==> src/link_supervisor_defines.vh <==
`ifndef LINK_SUPERVISOR_DEFINES_VH
`define LINK_SUPERVISOR_DEFINES_VH
// Register byte offsets on the APB
`define OFF_RETRY      12'h000
`define OFF_SILENCE    12'h004
`define OFF_CTRL       12'h008
`define OFF_OUTFN      12'h00c
`define OFF_STATUS     12'h010
// Reset values, disable code and range limits
`define RETRY_RST      14'h0001
`define SILENCE_RST    14'h0000
`define DISABLE_VAL    14'h270f
`define RETRY_MAX      14'h000a
`define SILENCE_MAX    14'h270e
// Output terminal function codes
`define FN_ALARM_POS   8'h62
`define FN_ALARM_NEG   8'hc6
`define FN_WIDTH       8
// Control register fields
`define CTRL_MODE_LSB  0
`define CTRL_PROTO_BIT 2
`define CTRL_NETRUN    3
`define CTRL_CLEAR     4
`define CTRL_RST       5'h00
// Status register fields
`define ST_FAULT       0
`define ST_FAULTOUT    1
`define ST_ALARM       2
`define ST_STOPPED     3
`define ST_RESTART     4
// Silence tick: 0.1 s at 40 MHz
`define TICK_NS        100000000
`define CLK_NS         25
`define TICK_CYC       (`TICK_NS / `CLK_NS)
`endif

==> src/serial_link_fault_supervisor.v <==
`timescale 1ns/1ps
// Notes on behaviour
// - Retry limit 0..10, default one
// - Errors beyond limit trip link fault
// - Disable value: no trip, minor alarm
// - Alarm only on terminals coded 98/198
// - Retry counting only under ASCII protocol
// - Silence beyond interval trips link fault
// - Disable value turns silence check off
// - Zero interval trips on entering link mode
// - Mode 2 restart reuses prior run and speed
// - Mode 2: removal during decel re-accelerates immediately
// - Any frame clears silence counter
// - Silence check starts at first frame
`include "link_supervisor_defines.vh"

// Watchdog for the host serial link. Receive errors are counted against the
// retry limit and line silence is timed in 0.1 s steps; either one trips the
// stop sequencer, which coasts or decelerates the motor per the stop mode.
module serial_link_fault_supervisor #(
   parameter TICK_CYCLES = `TICK_CYC     // Cycles per 0.1 s step
) (
   input  wire        pclk,
   input  wire        presetn,
   input  wire        psel,
   input  wire        penable,
   input  wire        pwrite,
   input  wire [11:0] paddr,
   input  wire [31:0] pwdata,
   output reg  [31:0] prdata,
   output wire        pready,
   output wire        pslverr,
   input  wire        frame_ok,          // Pulse: good frame received, any station
   input  wire        frame_err,         // Pulse: frame received with error
   input  wire        motor_stopped,     // Level: speed has reached zero
   input  wire        run_cmd,           // Run command from link
   input  wire [15:0] speed_cmd,         // Speed command from link
   output reg         coast_r,           // Output drive off, motor coasts
   output reg         decel_r,           // Decelerate to stop
   output reg         run_out_r,         // Run command to drive
   output reg  [15:0] speed_out_r,       // Speed command to drive
   output reg         fault_show_r,      // Display shows link fault code
   output reg         fault_out_r,       // Fault output terminal
   output reg  [2:0]  term_out_r         // Terminals a, b, c
);

   ////////////////////////////////////////////////////////////////////////////
   // Register file
   // Limits and codes are held as software wrote them; writes outside a
   // field's legal range are dropped rather than clamped.
   reg [13:0] retry_limit_setting;      // Retry limit
   reg [13:0] silence_check_interval;   // Interval in 0.1 s units
   reg [1:0]  fault_stop_mode;          // Stop mode select
   reg        proto_modbus;             // 1 = binary protocol active
   reg        networked_run_mode;       // Link is control source
   reg [`FN_WIDTH-1:0] output_terminal_function_a;
   reg [`FN_WIDTH-1:0] output_terminal_function_b;
   reg [`FN_WIDTH-1:0] output_terminal_function_c;
   reg        clear_pulse;              // Software fault clear
   wire       wr_en = psel & penable & pwrite;
   wire       mapped = (paddr == `OFF_RETRY) | (paddr == `OFF_SILENCE) | (paddr == `OFF_CTRL) |
                       (paddr == `OFF_OUTFN) | (paddr == `OFF_STATUS);

   // Every register answers in the first access cycle, so the slave never
   // stretches a transfer; an access to a hole answers with pslverr and reads 0.
   assign pready  = 1'b1;                // Zero wait states
   assign pslverr = psel & penable & ~mapped;

   // Register writes; out-of-range limits are refused and keep old value
   // The clear bit is a one-cycle pulse, so it cannot hold a fault cleared.
   always @(posedge pclk or negedge presetn) begin
      if (!presetn) begin
         retry_limit_setting        <= `RETRY_RST;
         silence_check_interval     <= `SILENCE_RST;
         fault_stop_mode            <= 2'h0;
         proto_modbus               <= 1'b0;
         networked_run_mode         <= 1'b0;
         output_terminal_function_a <= 8'h00;
         output_terminal_function_b <= 8'h00;
         output_terminal_function_c <= 8'h00;
         clear_pulse                <= 1'b0;
      end else begin
         clear_pulse <= 1'b0;
         if (wr_en) begin
            case (paddr)
               `OFF_RETRY: begin
                  if (pwdata[13:0] <= `RETRY_MAX || pwdata[13:0] == `DISABLE_VAL)
                     retry_limit_setting <= pwdata[13:0];
               end
               `OFF_SILENCE: begin
                  if (pwdata[13:0] <= `SILENCE_MAX || pwdata[13:0] == `DISABLE_VAL)
                     silence_check_interval <= pwdata[13:0];
               end
               `OFF_CTRL: begin
                  if (pwdata[1:0] != 2'h3)
                     fault_stop_mode <= pwdata[1:0];
                  proto_modbus       <= pwdata[`CTRL_PROTO_BIT];
                  networked_run_mode <= pwdata[`CTRL_NETRUN];
                  clear_pulse        <= pwdata[`CTRL_CLEAR];
               end
               `OFF_OUTFN: begin
                  output_terminal_function_a <= pwdata[7:0];
                  output_terminal_function_b <= pwdata[15:8];
                  output_terminal_function_c <= pwdata[23:16];
               end
               default: begin
               end
            endcase
         end
      end
   end

   ////////////////////////////////////////////////////////////////////////////
   // Error counting and silence timing
   reg [3:0]  err_cnt_r;                // Consecutive receive errors
   reg        minor_link_alarm;         // Alarm level, follows last frame
   reg        silence_armed_r;          // Armed after first frame in link mode
   reg [13:0] silence_cnt_r;            // 0.1 s steps of silence
   reg [31:0] tick_cnt_r;               // Prescaler
   reg        net_d_r;                  // Link mode, delayed
   wire       tick = (tick_cnt_r == TICK_CYCLES - 1);
   wire       retry_dis = (retry_limit_setting == `DISABLE_VAL);
   wire       silence_dis = (silence_check_interval == `DISABLE_VAL);
   wire       retry_trip = frame_err & ~proto_modbus & ~retry_dis &
                           ({10'h000, err_cnt_r} >= retry_limit_setting);
   wire       silence_trip = networked_run_mode & ~silence_dis & (
                  (silence_check_interval == 14'h0000 & ~net_d_r) |
                  (silence_armed_r & silence_check_interval != 14'h0000 &
                   tick & silence_cnt_r >= silence_check_interval));
   // Either source trips the same sequencer; the zero interval fires once, on
   // the first cycle of link mode, while communication itself keeps working.
   wire       trip = retry_trip | silence_trip;

   // Counters; the 0.1 s tick means a trip lands within one step of the limit.
   // The prescaler runs free rather than restarting on each frame: this keeps the
   // logic small, at the price of up to one step of jitter on the silence time.
   // The error counter saturates so a long burst cannot wrap back below the limit.
   always @(posedge pclk or negedge presetn) begin
      if (!presetn) begin
         err_cnt_r        <= 4'h0;
         minor_link_alarm <= 1'b0;
         silence_armed_r  <= 1'b0;
         silence_cnt_r    <= 14'h0000;
         tick_cnt_r       <= 32'h0000_0000;
         net_d_r          <= 1'b0;
      end else begin
         net_d_r    <= networked_run_mode;
         tick_cnt_r <= tick ? 32'h0000_0000 : tick_cnt_r + 32'h0000_0001;
         // Consecutive count resets on a good frame; an error in the same cycle wins
         if (frame_err && !proto_modbus) begin
            if (err_cnt_r != 4'hf)
               err_cnt_r <= err_cnt_r + 4'h1;
            minor_link_alarm <= retry_dis;
         end else if (frame_ok) begin
            err_cnt_r        <= 4'h0;
            minor_link_alarm <= 1'b0;
         end
         // Silence supervision only inside link mode
         // Leaving link mode disarms it, so the next entry waits for a fresh frame
         if (!networked_run_mode) begin
            silence_armed_r <= 1'b0;
            silence_cnt_r   <= 14'h0000;
         end else if (frame_ok || frame_err) begin
            silence_armed_r <= 1'b1;
            silence_cnt_r   <= 14'h0000;
         end else if (tick && silence_armed_r && silence_cnt_r != 14'h3fff) begin
            silence_cnt_r <= silence_cnt_r + 14'h0001;
         end
      end
   end

   ////////////////////////////////////////////////////////////////////////////
   // Stop sequencer, one-hot
   // Modes 0 and 1 latch the fault until software writes the clear bit; mode 2
   // watches the fault condition itself and restarts on its own once it is gone.
   // The condition is held in cond_r because a silence trip is only a pulse at a
   // tick, while removal needs a good frame or leaving link mode.
   localparam [4:0] S_RUN     = 5'b00001;
   localparam [4:0] S_COAST   = 5'b00010;  // Mode 0, latched
   localparam [4:0] S_DECEL   = 5'b00100;  // Mode 1 or 2 decelerating
   localparam [4:0] S_HOLD    = 5'b01000;  // Mode 1 stopped, latched
   localparam [4:0] S_WAIT    = 5'b10000;  // Mode 2 stopped, awaiting removal
   reg [4:0]  state_r;
   reg [4:0]  state_nxt;
   reg        cond_r;                      // Fault condition still present
   reg        run_hold_r;                  // Commands saved at fault
   reg [15:0] speed_hold_r;
   wire       cond_gone = ~trip & (frame_ok | ~networked_run_mode);

   // Next state
   // Deceleration in mode 2 is cut short as soon as the condition clears;
   // otherwise the sequencer waits for the drive to report zero speed.
   always @* begin
      state_nxt = state_r;
      case (state_r)
         S_RUN: begin
            if (trip)
               state_nxt = (fault_stop_mode == 2'h0) ? S_COAST : S_DECEL;
         end
         S_COAST: begin
            // A trip in the clearing cycle keeps the fault latched
            state_nxt = (clear_pulse && !trip) ? S_RUN : S_COAST;
         end
         S_DECEL: begin
            if (fault_stop_mode == 2'h2 && !cond_r)
               state_nxt = S_RUN;
            else if (motor_stopped)
               state_nxt = (fault_stop_mode == 2'h2) ? S_WAIT : S_HOLD;
         end
         S_HOLD: begin
            // Same priority as coasting: a new trip beats the clear
            state_nxt = (clear_pulse && !trip) ? S_RUN : S_HOLD;
         end
         S_WAIT: begin
            state_nxt = cond_r ? S_WAIT : S_RUN;
         end
         default: state_nxt = S_RUN;
      endcase
   end

   // State, saved commands and drive outputs
   // Outputs are decoded from the next state so they change in the same cycle
   // as the state register; commands are captured only on the trip out of run,
   // so a retrip while stopped cannot overwrite what the restart will reuse.
   always @(posedge pclk or negedge presetn) begin
      if (!presetn) begin
         state_r      <= S_RUN;
         cond_r       <= 1'b0;
         run_hold_r   <= 1'b0;
         speed_hold_r <= 16'h0000;
         coast_r      <= 1'b0;
         decel_r      <= 1'b0;
         run_out_r    <= 1'b0;
         speed_out_r  <= 16'h0000;
         fault_show_r <= 1'b0;
         fault_out_r  <= 1'b0;
      end else begin
         state_r <= state_nxt;
         // New trip wins over removal in the same cycle
         if (trip)
            cond_r <= 1'b1;
         else if (cond_gone)
            cond_r <= 1'b0;
         if (state_r == S_RUN && trip) begin
            run_hold_r   <= run_cmd;
            speed_hold_r <= speed_cmd;
         end
         coast_r      <= (state_nxt == S_COAST);
         decel_r      <= (state_nxt == S_DECEL);
         fault_show_r <= (state_nxt == S_COAST) | (state_nxt == S_HOLD) | (state_nxt == S_WAIT);
         fault_out_r  <= (state_nxt == S_COAST) | (state_nxt == S_HOLD);
         if (state_nxt == S_RUN && state_r != S_RUN && fault_stop_mode == 2'h2) begin
            run_out_r   <= run_hold_r;
            speed_out_r <= speed_hold_r;
         end else if (state_nxt == S_RUN) begin
            run_out_r   <= run_cmd;
            speed_out_r <= speed_cmd;
         end else begin
            run_out_r   <= 1'b0;
         end
      end
   end

   ////////////////////////////////////////////////////////////////////////////
   // Output terminals: alarm shown only where selected, either sense
   // A terminal with any other code is held low here; its own function is
   // produced elsewhere in the drive and merged outside this block.
   wire [`FN_WIDTH*3-1:0] fn_all = {output_terminal_function_c, output_terminal_function_b,
                                    output_terminal_function_a};
   genvar gi;
   generate
      for (gi = 0; gi < 3; gi = gi + 1) begin : g_term
         always @(posedge pclk or negedge presetn) begin
            if (!presetn)
               term_out_r[gi] <= 1'b0;
            else if (fn_all[gi*8 +: 8] == `FN_ALARM_POS)
               term_out_r[gi] <= minor_link_alarm;
            else if (fn_all[gi*8 +: 8] == `FN_ALARM_NEG)
               term_out_r[gi] <= ~minor_link_alarm;
            else
               term_out_r[gi] <= 1'b0;
         end
      end
   endgenerate

   ////////////////////////////////////////////////////////////////////////////
   // Read mux
   // Combinational, valid while the address is held; the clear bit is not
   // stored and always reads back as zero.
   always @* begin
      prdata = 32'h0000_0000;
      case (paddr)
         `OFF_RETRY:   prdata = {18'h00000, retry_limit_setting};
         `OFF_SILENCE: prdata = {18'h00000, silence_check_interval};
         `OFF_CTRL:    prdata = {28'h0000000, networked_run_mode, proto_modbus, fault_stop_mode};
         `OFF_OUTFN:   prdata = {8'h00, fn_all};
         `OFF_STATUS:  prdata = {16'h0000, err_cnt_r, 7'h00, state_r == S_WAIT,
                                 state_r != S_RUN, minor_link_alarm, fault_out_r, fault_show_r};
         default:      prdata = 32'h0000_0000;
      endcase
   end

endmodule // serial_link_fault_supervisor

==> config.mk <==
export PLATFORM = sky130hd
export DESIGN_NAME = serial_link_fault_supervisor
export DESIGN_NICKNAME = d
export VERILOG_FILES = /design/src/serial_link_fault_supervisor.v
export VERILOG_INCLUDE_DIRS = /design/src
export SDC_FILE = /design/constraint.sdc
export NUM_CORES = 1
export LEC_CHECK = 0
export BUFFER_PORTS_ARGS = -buffer_cell sky130_fd_sc_hd__buf_4
export CAP_MARGIN = 15
export CORE_MARGIN = 2
export CORE_UTILIZATION = 55
export DETAILED_ROUTE_END_ITERATION = 16
export PLACE_DENSITY = 0.84
export REMOVE_ABC_BUFFERS = 1
export SLEW_MARGIN = 20
export SYNTH_ARGS = -nofsm -noshare
export SYNTH_HDL_FRONTEND = slang
export SYNTH_SLANG_ARGS = --single-unit
==> constraint.sdc <==
create_clock -name pclk -period 3.1 [get_ports pclk]
set_input_delay 0.155 -clock pclk [delete_from_list [all_inputs] [get_ports pclk]]
set_output_delay 0.155 -clock pclk [all_outputs]
set_load 0.1 [all_outputs]
# Word level (Yosys, flattened, before mapping)
# Index checks and enable logic that the tools add are counted.
# word_totals
out_inout_bits,58
in_bits,69
register_bits,157
# op_classes
bitwise,30
eq_ne,32
magnitude_cmp,4
reduce_logical,27
addsub,3
mux,35
# ops
op,n
one-hot mux 24 bit (5 select lines),1
equality test 14 bit (second input constant),3
2-to-1 mux 14 bit,3
adder 32 x 1 -> 32 bit (second input constant),1
equality test 32 x 22 -> 1 bit (second input constant),1
2-to-1 mux 16 bit,2
2-to-1 mux 32 bit,1
2-to-1 mux 5 bit,5
one-hot mux 5 bit (5 select lines),1
equality test 12 x 4 -> 1 bit (second input constant),2
equality test 8 x 7 -> 1 bit (second input constant),3
equality test 8 bit (second input constant),3
2-to-1 mux 1 bit,16
2-to-1 mux 4 bit,4
adder 14 x 1 -> 14 bit (second input constant),1
>= comparator 14 bit,1
>= comparator 4 x 14 -> 1 bit,1
less-or-equal comparator 14 bit (second input constant),1
less-or-equal comparator 14 x 4 -> 1 bit (second input constant),1
logical NOT 14 bit,1
!= test 14 bit (second input constant),1
nonzero test 14 bit,1
bitwise AND 1 bit,13
equality test 12 x 3 -> 1 bit (second input constant),1
other kinds (25),63

# Longest topological paths before layout
# Gate-level depths: netlist of the first run.
# depth
depth_word,15
depth_mapped,10

# Worst setup path after synthesis of the first run
# Ideal clock, no wire load.
# synth_timing
path_type,input to output
start,input port paddr[8]
end,output port prdata[4]
setup_slack_ps,-420
stages,5
arrival_ps,3365
required_ps,2945
cell_sequence,nor4_1 -> nand3_1 -> or2_2 -> clkbuf_1 -> o31ai_1
# synth_between
elab_chain_len,2
elab_cells_between_ends,6
cone_classes,eq/ne: 4; mux: 1; reduce/logical: 1
# synth_rtl
item,line,source
"start, declared",serial_link_fault_supervisor.v:28,"input wire [11:0] paddr,"
equality test 12 x 5 -> 1 bit (tied with other cells),serial_link_fault_supervisor.v:292,case (paddr)
one-hot mux 24 bit (5 select lines) (*),serial_link_fault_supervisor.v:292,
"end, declared",serial_link_fault_supervisor.v:30,"output reg [31:0] prdata,"
# Every way passes the cells marked *; elsewhere a longest branch is shown, timed or not.

# Final worst setup path of the first run
# layout_timing
start,register retry_limit_setting[1]
end,register speed_out_r[8]
# layout_between
elab_chain_len,13
elab_cells_between_ends,17
cone_classes,order compare: 1; eq/ne: 2; mux: 5; bitwise: 4; reduce/logical: 5
# layout_rtl
item,line,source
"start, declared",serial_link_fault_supervisor.v:51,reg [13:0] retry_limit_setting;
"start signal, assigned",serial_link_fault_supervisor.v:73,retry_limit_setting <= `RETRY_RST;
"start signal, assigned",serial_link_fault_supervisor.v:88,retry_limit_setting <= pwdata[13:0];
branches (longest 3 deep; another with >= comparator 4 x 14 -> 1 bit),--,
bitwise AND 1 bit (*),serial_link_fault_supervisor.v:124,wire retry_trip = frame_err & ~proto_modbus & ~retry_dis &
bitwise OR 1 bit (*),serial_link_fault_supervisor.v:132,wire trip = retry_trip | silence_trip;
logical NOT 1 bit,"serial_link_fault_supervisor.v:202, serial_link_fault_supervisor.v:212",
logical AND 1 bit,"serial_link_fault_supervisor.v:202, serial_link_fault_supervisor.v:212",
2-to-1 mux 4 bit or 2-to-1 mux 2 bit (tied branches),"serial_link_fault_supervisor.v:212, serial_link_fault_supervisor.v:202",
one-hot mux 5 bit (5 select lines) (*),serial_link_fault_supervisor.v:195,case (state_r)
equality test 5 x 1 -> 1 bit (*),"serial_link_fault_supervisor.v:252, serial_link_fault_supervisor.v:255",
logical AND 1 bit (2 in a row),serial_link_fault_supervisor.v:252,if (state_nxt == S_RUN && state_r != S_RUN && fault_stop_mode == 2'h2) begin
2-to-1 mux 16 bit or nonzero test 2 bit (tied branches),--,
"end signal, assigned",serial_link_fault_supervisor.v:254,speed_out_r <= speed_hold_r;
"end signal, assigned",serial_link_fault_supervisor.v:257,speed_out_r <= speed_cmd;
"end, declared",serial_link_fault_supervisor.v:41,"output reg [15:0] speed_out_r,"
# Mark *: on every way between the ends.
# A chain may end at the register's enable or synchronous reset.

==> results of run 1 <==
## metrics by stage
| stage | power, W | setup TNS, ns | std cells | hold slack, ns |
|---|---|---|---|---|
| after floorplan | 0.002929 | -0.3107 | 725 | -0.1406 |
| after global placement | 0.003239 | 0 | 1033 | 0.2408 |
| after detailed placement | 0.003258 | 0 | 1033 | 0.2388 |
| after CTS | 0.005482 | 0 | 1105 | 0.0003801 |
| after global routing | 0.005661 | 0 | 1105 | 0.004122 |
| final | 0.005475 | 0 | 1105 | 0.01532 |
## cell families (layout without fill, tap and decap cells)
| logic type | count (synthesis) | after routing | synth area share [%] |
|---|---|---|---|
| simple gates | 286 | 286 | 18.20 |
| flops | 157 | 157 | 49.09 |
| mux | 98 | 98 | 14.55 |
| compound gates | 88 | 88 | 7.141 |
| buf+inv | 54 | 222 | 3.265 |
| xor+xnor | 40 | 40 | 4.375 |
| fa+ha+maj | 21 | 21 | 3.281 |
| other cells | 2 | 9 | 0.09378 |
## power by group through the flow
stage,clock network (W),logic [W],registers (W)
after detailed placement,0,0.00102,0.00224
after CTS,0.00221,0.00107,0.00220
after global routing,0.00233,0.00112,0.00221
after floorplan,0,0.000278,0.00265
after global placement,0,0.00101,0.00223
final,0.00220,0.00107,0.00220
## cells in the final DEF, fill, tap and decap left out, drive strengths merged, types with 3 or more instances in the layout
cell type	netlist	final
nand4	21	21
mux4	4	4
o41ai	3	3
mux2	83	83
or3	4	4
and4	5	5
nand2	49	49
o21ai	29	29
inv	25	30
dfrtp	155	155
nor4	7	7
nand3	30	30
a21o	3	3
dlygate4sd3	0	40
ha	21	21
or4	5	5
clkinvlp	0	3
bufinv	0	3
nor2b	12	12
xnor2	19	19
nor3	15	15
nor4b	6	6
o31ai	4	4
and2	12	12
nand2b	6	6
nor2	89	89
a31oi	5	5
clkinv	1	4
buf	14	124
xor2	21	21
a21oi	25	25
clkbuf	14	18
and3	17	17
or2	3	3
conb	2	9
a22o	4	4
mux2i	11	11
## repair_timing
item                                    in CTS  in global routing
hold buffers                                40                  0
endpoints found under the setup margin       0                 31
endpoints found under the hold margin      121                  0
setup buffers                                0                  0
resized for setup                            0                  2
## state kept, by name (all words and copies together), names as in the netlist, 2 cells and up
register,cells
fault_stop_mode,2
tick_cnt_r,32
output_terminal_function_c,8
output_terminal_function_a,8
speed_out_r,16
speed_hold_r,16
err_cnt_r,4
term_out_r,3
silence_check_interval,14
silence_cnt_r,14
state_r,5
output_terminal_function_b,8
retry_limit_setting,14
## layer usage
layer / track usage (%) / part of all wire, % / vias up
li1: - / - / 2954
met1: 32.58 / 40 / 3160
met2: 44.17 / 50 / 269
met3: 6.787 / 7.0 / 58
met4: 11.57 / 3.1 / 0
met5: 0 / 0 / -
## worst min-delay path by stage
stage	end
3_3_place_gp	speed_hold_r[12]
4_1_cts	retry_limit_setting[8]
5_1_grt	retry_limit_setting[8]
6_report	retry_limit_setting[8]
2_1_floorplan	clear_pulse
3_5_place_dp	speed_hold_r[11]
## area by class of cell
class / count / area [um2] / area share [%]
Inverter: 26 / 97.59 / 0.9642
Sequential cell: 157 / 3931 / 38.84
Clock inverter: 14 / 183.9 / 1.817
Tap cell: 184 / 230.2 / 2.274
Timing Repair Buffer: 164 / 1373 / 13.56
Multi-Input combinational cell: 542 / 3867 / 38.21
Clock buffer: 18 / 439.2 / 4.339
==> results.yml, run 1 <==
placement:
  pre_cts_ws_ns: 0.05510
  hpwl_mm: 12.92
  port_buffers: 109
  place_area_um2: 9085
  gp_congestion: 0.8609
worst_setup_path:
  critPathRequiredTime_ns: 3.42
  cp_max_fo: 18
  cp_num_buf_inv: 3
  cp.arrival_ns: 3.32
  critPathCapture: "speed_out_r[8]"
  critical_path_class: "register to register"
  critPathTopFamily: "compound AO/OA/AOI/OAI gates"
  reg2regPathDepth: 11
  critPathSlowestCell: "o311ai_0"
  timing.rr.start: "retry_limit_setting[1]"
  crit_start: "retry_limit_setting[1]"
  cp-start-kind: "register"
  crit_chain: "inv_1 -> ha_1 -> o21ai_0 -> a21oi_1 -> o311ai_0 -> buf_4 -> o21a_1 -> o41ai_2 -> o21ai_2 -> buf_12 -> mux2_2"
  crit_cells: 11
  cpPeakStageDelay_ns: 0.58
  r2r_end: "speed_out_r[8]"
  ff2ff_setup_slack_ns: 0.10
  worst_setup_path_end_kind: "register"
routing:
  dr.pass1.iters: 5
  wl_per_cell_um: 17.96
  vias: 6441
  via_per_inst: 5.829
  drt_iter0_markers: 549
  drcViolationCount: 0
  routed_wl_mm: 19.85
  ant_nets: 0
global_routing:
  grt_pass1_vias: 6604
  overflow: 0
  antenna_found_initial: 0
  grt.total_usage_pct: 26.45
  grt_pass1_wl_mm: 32.85
  grt_max_degree: 81
sta:
  tightestPinTransition_ns: 0.7377
  relSlewSlack_pct: 50.82
  setup_violations: 0
  fmax_ghz: 0.3334
  hold_violations: 0
  slew_violations: 0
  finalCritPeriodShare_pct: 96.74
  rsz0062_at_grt: "false"
  fin_ws_ns: 0.1009
  skew_ns: 0.009901
  finalCriticalPeriod_ns: 2.999
die:
  initial_core_util_pct: 55.73
  die_area_um2: 15540
  io_pins: 127
  core_region_area_um2: 14370
  die_h_um: 124.7
  rows: 44
  fp.dieW_um: 124.7
pwr:
  p_int_w: 0.003769
  leakage_nw: 4.730
  swShare_pct: 31.16
  peakVddDrop_mv: 0.4176
  p_per_area_nw_per_um2: 540.8
  p_sw_w: 0.001706
  power_frac_seq_pct: 40.3
  p_clk_share_pct: 40.2
  combPwrFrac_pct: 19.6
clock_network:
  clkSlewWorstSetupHoldPaths_ns: 0.06
  clockBufferDepth: 2
  htree_levels: 4
  cts_root_buffer: "clkbuf_16"
  cts_tree: "yes"
  numCtsBuffers: 17
  cts_sinks: 157
  clock_latency_ns: 0.44
synth:
  yosysWarnings: 0
  synth_edf_count: 0
  yosys.area.top_type: "dfrtp_1"
  synthCells: 746
  async_flop_share_pct: 100.0
  yosysMostFrequentCell: "dfrtp_1"
  syn_area_um2: 8008
  synth-seq-cells: 157
  synthTopCellsByCount: "dfrtp_1 (155), nor2_1 (89), mux2_2 (75)"
  synth_top_area_share_pct: 48.44
  synth_area_per_cell_um2: 10.73
  synth_area_leaders: "dfrtp_1 (48%), mux2_2 (11%), nor2_1 (4.2%)"
  synth_ff_type: "dfrtp_1"
  synth_seq_area_share_pct: 49.09
  yosysUniqueCellTypes: 58
layout:
  num_antenna_cells: 0
  area_growth_syn_to_layout_pct: 26.41
  fin_area_um2: 10120
  layout.nets: 998
  num-fill-cells: 957
  post-route-util_pct: 70.45
  drive_gt1_share_pct: 27.90
run:
  drv_cap: 0
run_status:
  status: "finished, final reports clean"
hold_path:
  whs_path_depth: 2
  hp-class: "primary input to register"
  holdCritStartpoint: "pwdata[8]"
Power figures use the tool's default switching activity.
==> run 2: changes to the inputs <==
--- a/config.mk
+++ b/config.mk
@@ -8,12 +8,11 @@
 export LEC_CHECK = 0
 export BUFFER_PORTS_ARGS = -buffer_cell sky130_fd_sc_hd__buf_4
 export CAP_MARGIN = 15
-export CORE_MARGIN = 2
 export CORE_UTILIZATION = 55
 export DETAILED_ROUTE_END_ITERATION = 16
 export PLACE_DENSITY = 0.84
 export REMOVE_ABC_BUFFERS = 1
-export SLEW_MARGIN = 20
+export SLEW_MARGIN = 25
 export SYNTH_ARGS = -nofsm -noshare
 export SYNTH_HDL_FRONTEND = slang
 export SYNTH_SLANG_ARGS = --single-unit
==> constraint.sdc (replaced) <==
create_clock -name pclk -period 3.03 [get_ports pclk]
set_input_delay 0.1515 -clock pclk [delete_from_list [all_inputs] [get_ports pclk]]
set_output_delay 0.1515 -clock pclk [all_outputs]
set_load 0.1 [all_outputs]
==> run 2 against run 1 <==
  * Design area is 0.77% higher
  * Utilization rose by 2.2 points
  * Hold slack gained 0.0048 ns
  * Clock-buffer cell count up 2
  * Largest power group is now the clock network
==> results.yml, run 2 (synthesized netlist as in run 1, its figures left out) <==
layout:
  regArea_um2: 3931
  reg_top3: "tick_cnt_r (32), speed_hold_r (16), speed_out_r (16)"
  post-route-util_pct: 72.64
  largest-register: "tick_cnt_r"
  num-fill-cells: 901
  area_growth_syn_to_layout_pct: 27.38
  drive_gt1_share_pct: 28.45
  mostFrequentLayoutCells: "dfrtp_1 (155), buf_4 (129), nor2_1 (89), mux2_2 (75), nand2_1 (49)"
  num_antenna_cells: 0
  multi_input_area_um2: 3861
  mostFrequentLayoutCell: "dfrtp_1"
  fin_area_um2: 10200
  layout.nets: 1005
  largest_register_ffs: 32
die:
  fp.dieW_um: 122.7
  die_area_um2: 15050
  initial_core_util_pct: 57.03
  io_pins: 127
  rows: 43
  core_region_area_um2: 14040
  die_h_um: 122.7
routing:
  dr.pass1.iters: 5
  drcViolationCount: 0
  via_per_inst: 5.745
  wl_per_cell_um: 17.61
  drt_iter0_markers: 428
  vias: 6365
  routed_wl_mm: 19.51
  ant_nets: 0
sta:
  fin_ws_ns: 0.1683
  hold_violations: 0
  finalCriticalPeriod_ns: 2.862
  relSlewSlack_pct: 52.24
  skew_ns: 0.007128
  hold_ws_ns: 0.02012
  tightestPinTransition_ns: 0.7164
  fmax_ghz: 0.3494
  tns_ns: 0
  setup_violations: 0
  finalCritPeriodShare_pct: 94.45
  rsz0062_at_grt: "false"
  slew_violations: 0
placement:
  place_area_um2: 9128
  port_buffers: 109
  gp_congestion: 0.8706
  pre_cts_ws_ns: 0.1689
  hpwl_mm: 13.15
pwr:
  leakage_nw: 4.791
  p_per_area_nw_per_um2: 564.0
  peakVddDrop_mv: 0.4307
global_routing:
  overflow: 0
  grt_pass1_wl_mm: 31.99
  grt.total_usage_pct: 27.87
  grt_max_degree: 78
  antenna_found_initial: 0
  grt_pass1_vias: 6519
worst_setup_path:
  cp-start-kind: "register"
  reg2regPathDepth: 7
  critical_path_class: "register to register"
  cp.arrival_ns: 3.17
  critPathRequiredTime_ns: 3.34
  critPathCapture: "speed_hold_r[0]"
  timing.rr.start: "tick_cnt_r[22]"
  cp_max_fo: 19
  crit_start: "tick_cnt_r[22]"
  r2r_end: "speed_hold_r[0]"
  ff2ff_setup_slack_ns: 0.17
  worst_setup_path_end_kind: "register"
run:
  drv_cap: 0
clock_network:
  cts_root_buffer: "clkbuf_16"
  numCtsBuffers: 17
  htree_levels: 4
  clockBufferDepth: 2
  cts_tree: "yes"
  clkSlewWorstSetupHoldPaths_ns: 0.06
  cts_sinks: 157
  clock_latency_ns: 0.43
run_status:
  status: "finished, final reports clean"
hold_path:
  hp-class: "primary input to register"
==> run 2: critical path: stages, from the launching register on <==
cell and delay, ns:
dfrtp_1 0.41, nor4b_1 0.34, nand4_1 0.18, or4_1 0.60
or4_4 0.45, o221ai_4 0.20, buf_12 0.21, mux2_2 0.36
==> run 2: final cells by class <==
type	instances	share of cell area (%)
timing repair buffer	171	13.82
clock inverter	12	2.036
multi-input combinational	542	37.86
clock buffer	20	4.576
sequential	157	38.54
inverter	26	0.9568
tap	180	2.208
==> run 2: through the flow <==
stage | power, W | cells
CTS | 0.005761 | 1108
global placement | 0.003322 | 1037
finish | 0.005753 | 1108
global route | 0.005924 | 1108
floorplan | 0.002997 | 725
detailed placement | 0.003338 | 1037
==> run 2: how the worst min path moves through the flow <==
stage	startpoint	to	slack (ns)	cells after the start
3_3_place_gp	presetn	output_terminal_function_c[7]	0.22	1
5_1_grt	pwdata[9]	silence_check_interval[9]	0.03	3
2_1_floorplan	presetn	clear_pulse	-0.14	0
3_5_place_dp	presetn	output_terminal_function_c[2]	0.22	1
4_1_cts	pwdata[9]	silence_check_interval[9]	0.001	3
6_report	pwdata[13]	silence_check_interval[13]	0.02	3
==> run 2: power by group <==
part | internal [W] | total [W] | switching [W]
clock | 0.00154 | 0.00240 | 0.000867
combinational | 0.000336 | 0.00110 | 0.000763
sequential | 0.00219 | 0.00225 | 0.0000622
total | 0.00406 | 0.00575 | 0.00169
==> run 2: routing by layer <==
| layer | part of all wire, % | track usage (%) | wire [um] | vias up |
|---|---|---|---|---|
| li1 | - | - | - | 2979 |
| met4 | 2.5 | 11.81 | 480 | 0 |
| met2 | 50 | 47.16 | 9739 | 239 |
| met3 | 5.8 | 6.320 | 1137 | 39 |
| met1 | 42 | 34.18 | 8153 | 3108 |
| met5 | 0 | 0 | 0 | - |
==> run 2: timing repair <==
item	in CTS	in global routing
resized for setup	0	2
endpoints found under the setup margin	0	9
hold buffers	39	0
hold endpoints to repair	115	0
buffers inserted	0	0
==> run 3: changes to the inputs <==
==> constraint.sdc (replaced) <==
create_clock -name pclk -period 3.03 [get_ports pclk]
set_input_delay 0.7575 -clock pclk [delete_from_list [all_inputs] [get_ports pclk]]
set_output_delay 0.7575 -clock pclk [all_outputs]
set_load 0.1 [all_outputs]
==> run 3 against run 2 <==
  * Combinational power about the same
  * Design area decreased by 2.2%
  * First-iteration DRC count down 5.4%
  * Maximum frequency decreased by 4.1%
  * Hold slack improved by 0.29 ns
  * Routed wire length about the same
  * Critical path type is now primary input to output port
  * Power down 5.1%
  * Sequential share of layout area grew 0.86 points
  * Via count fell by 0.24%
  * Sequential power about the same
  * Critical endpoint is now prdata[13]
  * Clock power fell by 11%
  * Global-route usage shrank 0.79 points
==> results.yml, run 3 (synthesized netlist as in run 1, its figures left out) <==
layout:
  largest-register: "tick_cnt_r"
  instances_no_fill: 1072
  num-fill-cells: 931
  num_antenna_cells: 0
  regArea_um2: 3931
  mostFrequentLayoutCell: "dfrtp_1"
  multi_input_area_um2: 3894
  area_growth_syn_to_layout_pct: 24.61
  drive_gt1_share_pct: 30.49
  largest_register_ffs: 32
  layout.nets: 969
  mostFrequentLayoutCells: "dfrtp_1 (155), buf_4 (105), nor2_1 (88), mux2_2 (75), nand2_1 (49)"
  reg_top3: "tick_cnt_r (32), speed_hold_r (16), speed_out_r (16)"
worst_setup_path:
  timing.rr.start: "tick_cnt_r[9]"
  cpPeakStageDelay_ns: 0.27
  cp-start-kind: "primary input"
  r2r_end: "speed_hold_r[3]"
  critPathSlowestCell: "nor4_4"
  worst_setup_path_end_kind: "output port"
  crit_chain: "buf_6 -> nor4_4 -> nand3_2 -> nor2_2 -> and3_4 -> clkbuf_16 -> a221o_1 -> buf_12"
  ff2ff_setup_slack_ns: 0.11
  critical_path_class: "primary input to output port"
  critPathRequiredTime_ns: 2.27
  cp_max_fo: 6
  cp.arrival_ns: 2.23
  reg2regPathDepth: 7
clock_network:
  clock_latency_ns: 0.43
  clockBufferDepth: 2
  htree_levels: 4
  cts_root_buffer: "clkbuf_16"
  numCtsBuffers: 17
  cts_tree: "yes"
  cts_sinks: 157
  clkSlewWorstSetupHoldPaths_ns: 0.06
sta:
  slew_violations: 0
  finalCriticalPeriod_ns: 2.985
  hold_violations: 0
  rsz0062_at_grt: "true"
  skew_ns: 0.004962
  tns_ns: 0
  finalCritPeriodShare_pct: 98.53
  hold_ws_ns: 0.3056
  tightestPinTransition_ns: 0.6036
  setup_violations: 0
  fmax_ghz: 0.3350
  relSlewSlack_pct: 59.61
die:
  die_area_um2: 15050
  io_pins: 127
  initial_core_util_pct: 57.03
  fp.dieW_um: 122.7
  rows: 43
  die_h_um: 122.7
  core_region_area_um2: 14040
global_routing:
  overflow: 0
  grt.total_usage_pct: 27.08
  antenna_found_initial: 0
  grt_pass1_wl_mm: 30.97
  grt_max_degree: 63
  grt_pass1_vias: 6296
placement:
  gp_congestion: 0.8556
  dp_cells: 1038
  port_buffers: 109
  hpwl_mm: 13.07
routing:
  ant_nets: 0
  dr.pass1.iters: 6
  wl_met3_mm: 1.086
  top_layer: "met4"
  drcViolationCount: 0
  via_per_inst: 5.924
  routedLengthMet1_mm: 8.119
  routed_wl_mm: 19.50
  vias: 6350
  drt_iter0_markers: 405
  wl_per_cell_um: 18.19
  met2_length_mm: 9.803
run_status:
  status: "finished, final reports clean"
hold_path:
  hp-class: "primary input to async pin"
pwr:
  leakage_nw: 4.645
  peakVddDrop_mv: 0.5117
  p_per_area_nw_per_um2: 547.2
  p_total_w: 0.005460
run:
  drv_cap: 0
-- run 3: cell types whose count changed in the layout (fill, tap and decap cells not counted), sizes merged, moves of 2 or more --
cell and change:
dlygate4sd3 -39, bufinv -3, clkinvlp +3, clkinv +2
-- run 3: critical path, delay by kind of cell --
family / cells / cell delay [ns]
AND/OR/NAND/NOR: 4 / 0.85
buffers and inverters: 3 / 0.43
AO/OA/AOI/OAI: 1 / 0.19
-- run 3: cell type report --
type                    count  area share (%)
clock buffers              19           4.539
clock inverters            13           1.417
inverters                  26          0.9781
multi-input cells         542           39.02
flip-flops and latches    157           39.40
well taps                 180           2.257
repair buffers            135           12.39
-- run 3: worst max path at each step --
stage                     slack [ns]     start    endpoint  cells past startpoint
final                           0.04  paddr[5]  prdata[13]                      8
after global routing           -0.02  paddr[5]  prdata[21]                      8
after CTS                     -0.007  paddr[8]  prdata[23]                      8
after detailed placement       -0.15  paddr[8]  prdata[13]                      7
after global placement         -0.15  paddr[8]   prdata[4]                      6
after floorplan                -1.59  paddr[8]   prdata[4]                      4
-- run 3: where the power goes --
| group | switching (W) | total [W] | internal, W |
|---|---|---|---|
| Clock | 0.000875 | 0.00213 | 0.00126 |
| Combinational | 0.000764 | 0.00107 | 0.000310 |
| Sequential | 0.0000651 | 0.00225 | 0.00219 |
| Total | 0.00170 | 0.00546 | 0.00376 |
-- run 3: timing repair --
action,CTS,global route
gates cloned,0,1
endpoints found under the setup margin,19,38
hold buffers,0,0
pin swaps,1,5
gates resized for setup,14,26
buffers inserted,1,0
-- run 3: per-stage QoR --
step           utilization [%]  setup WS (ns)  instance area, um2
5_1_grt                  71.06       -0.02210                9978
2_1_floorplan                -         -1.586                7870
4_1_cts                  70.07      -0.006971                9839
3_3_place_gp             65.41        -0.1528                9185
3_5_place_dp             65.41        -0.1547                9185
6_report                 71.06        0.04464                9978
-- run 3: per-layer routing --
layer  track usage (%)  vias to the layer above
li1                  -                     2903
met1             33.28                     3173
met2             45.79                      227
met3             6.273                       47
met4             11.20                        0
met5                 0                        -
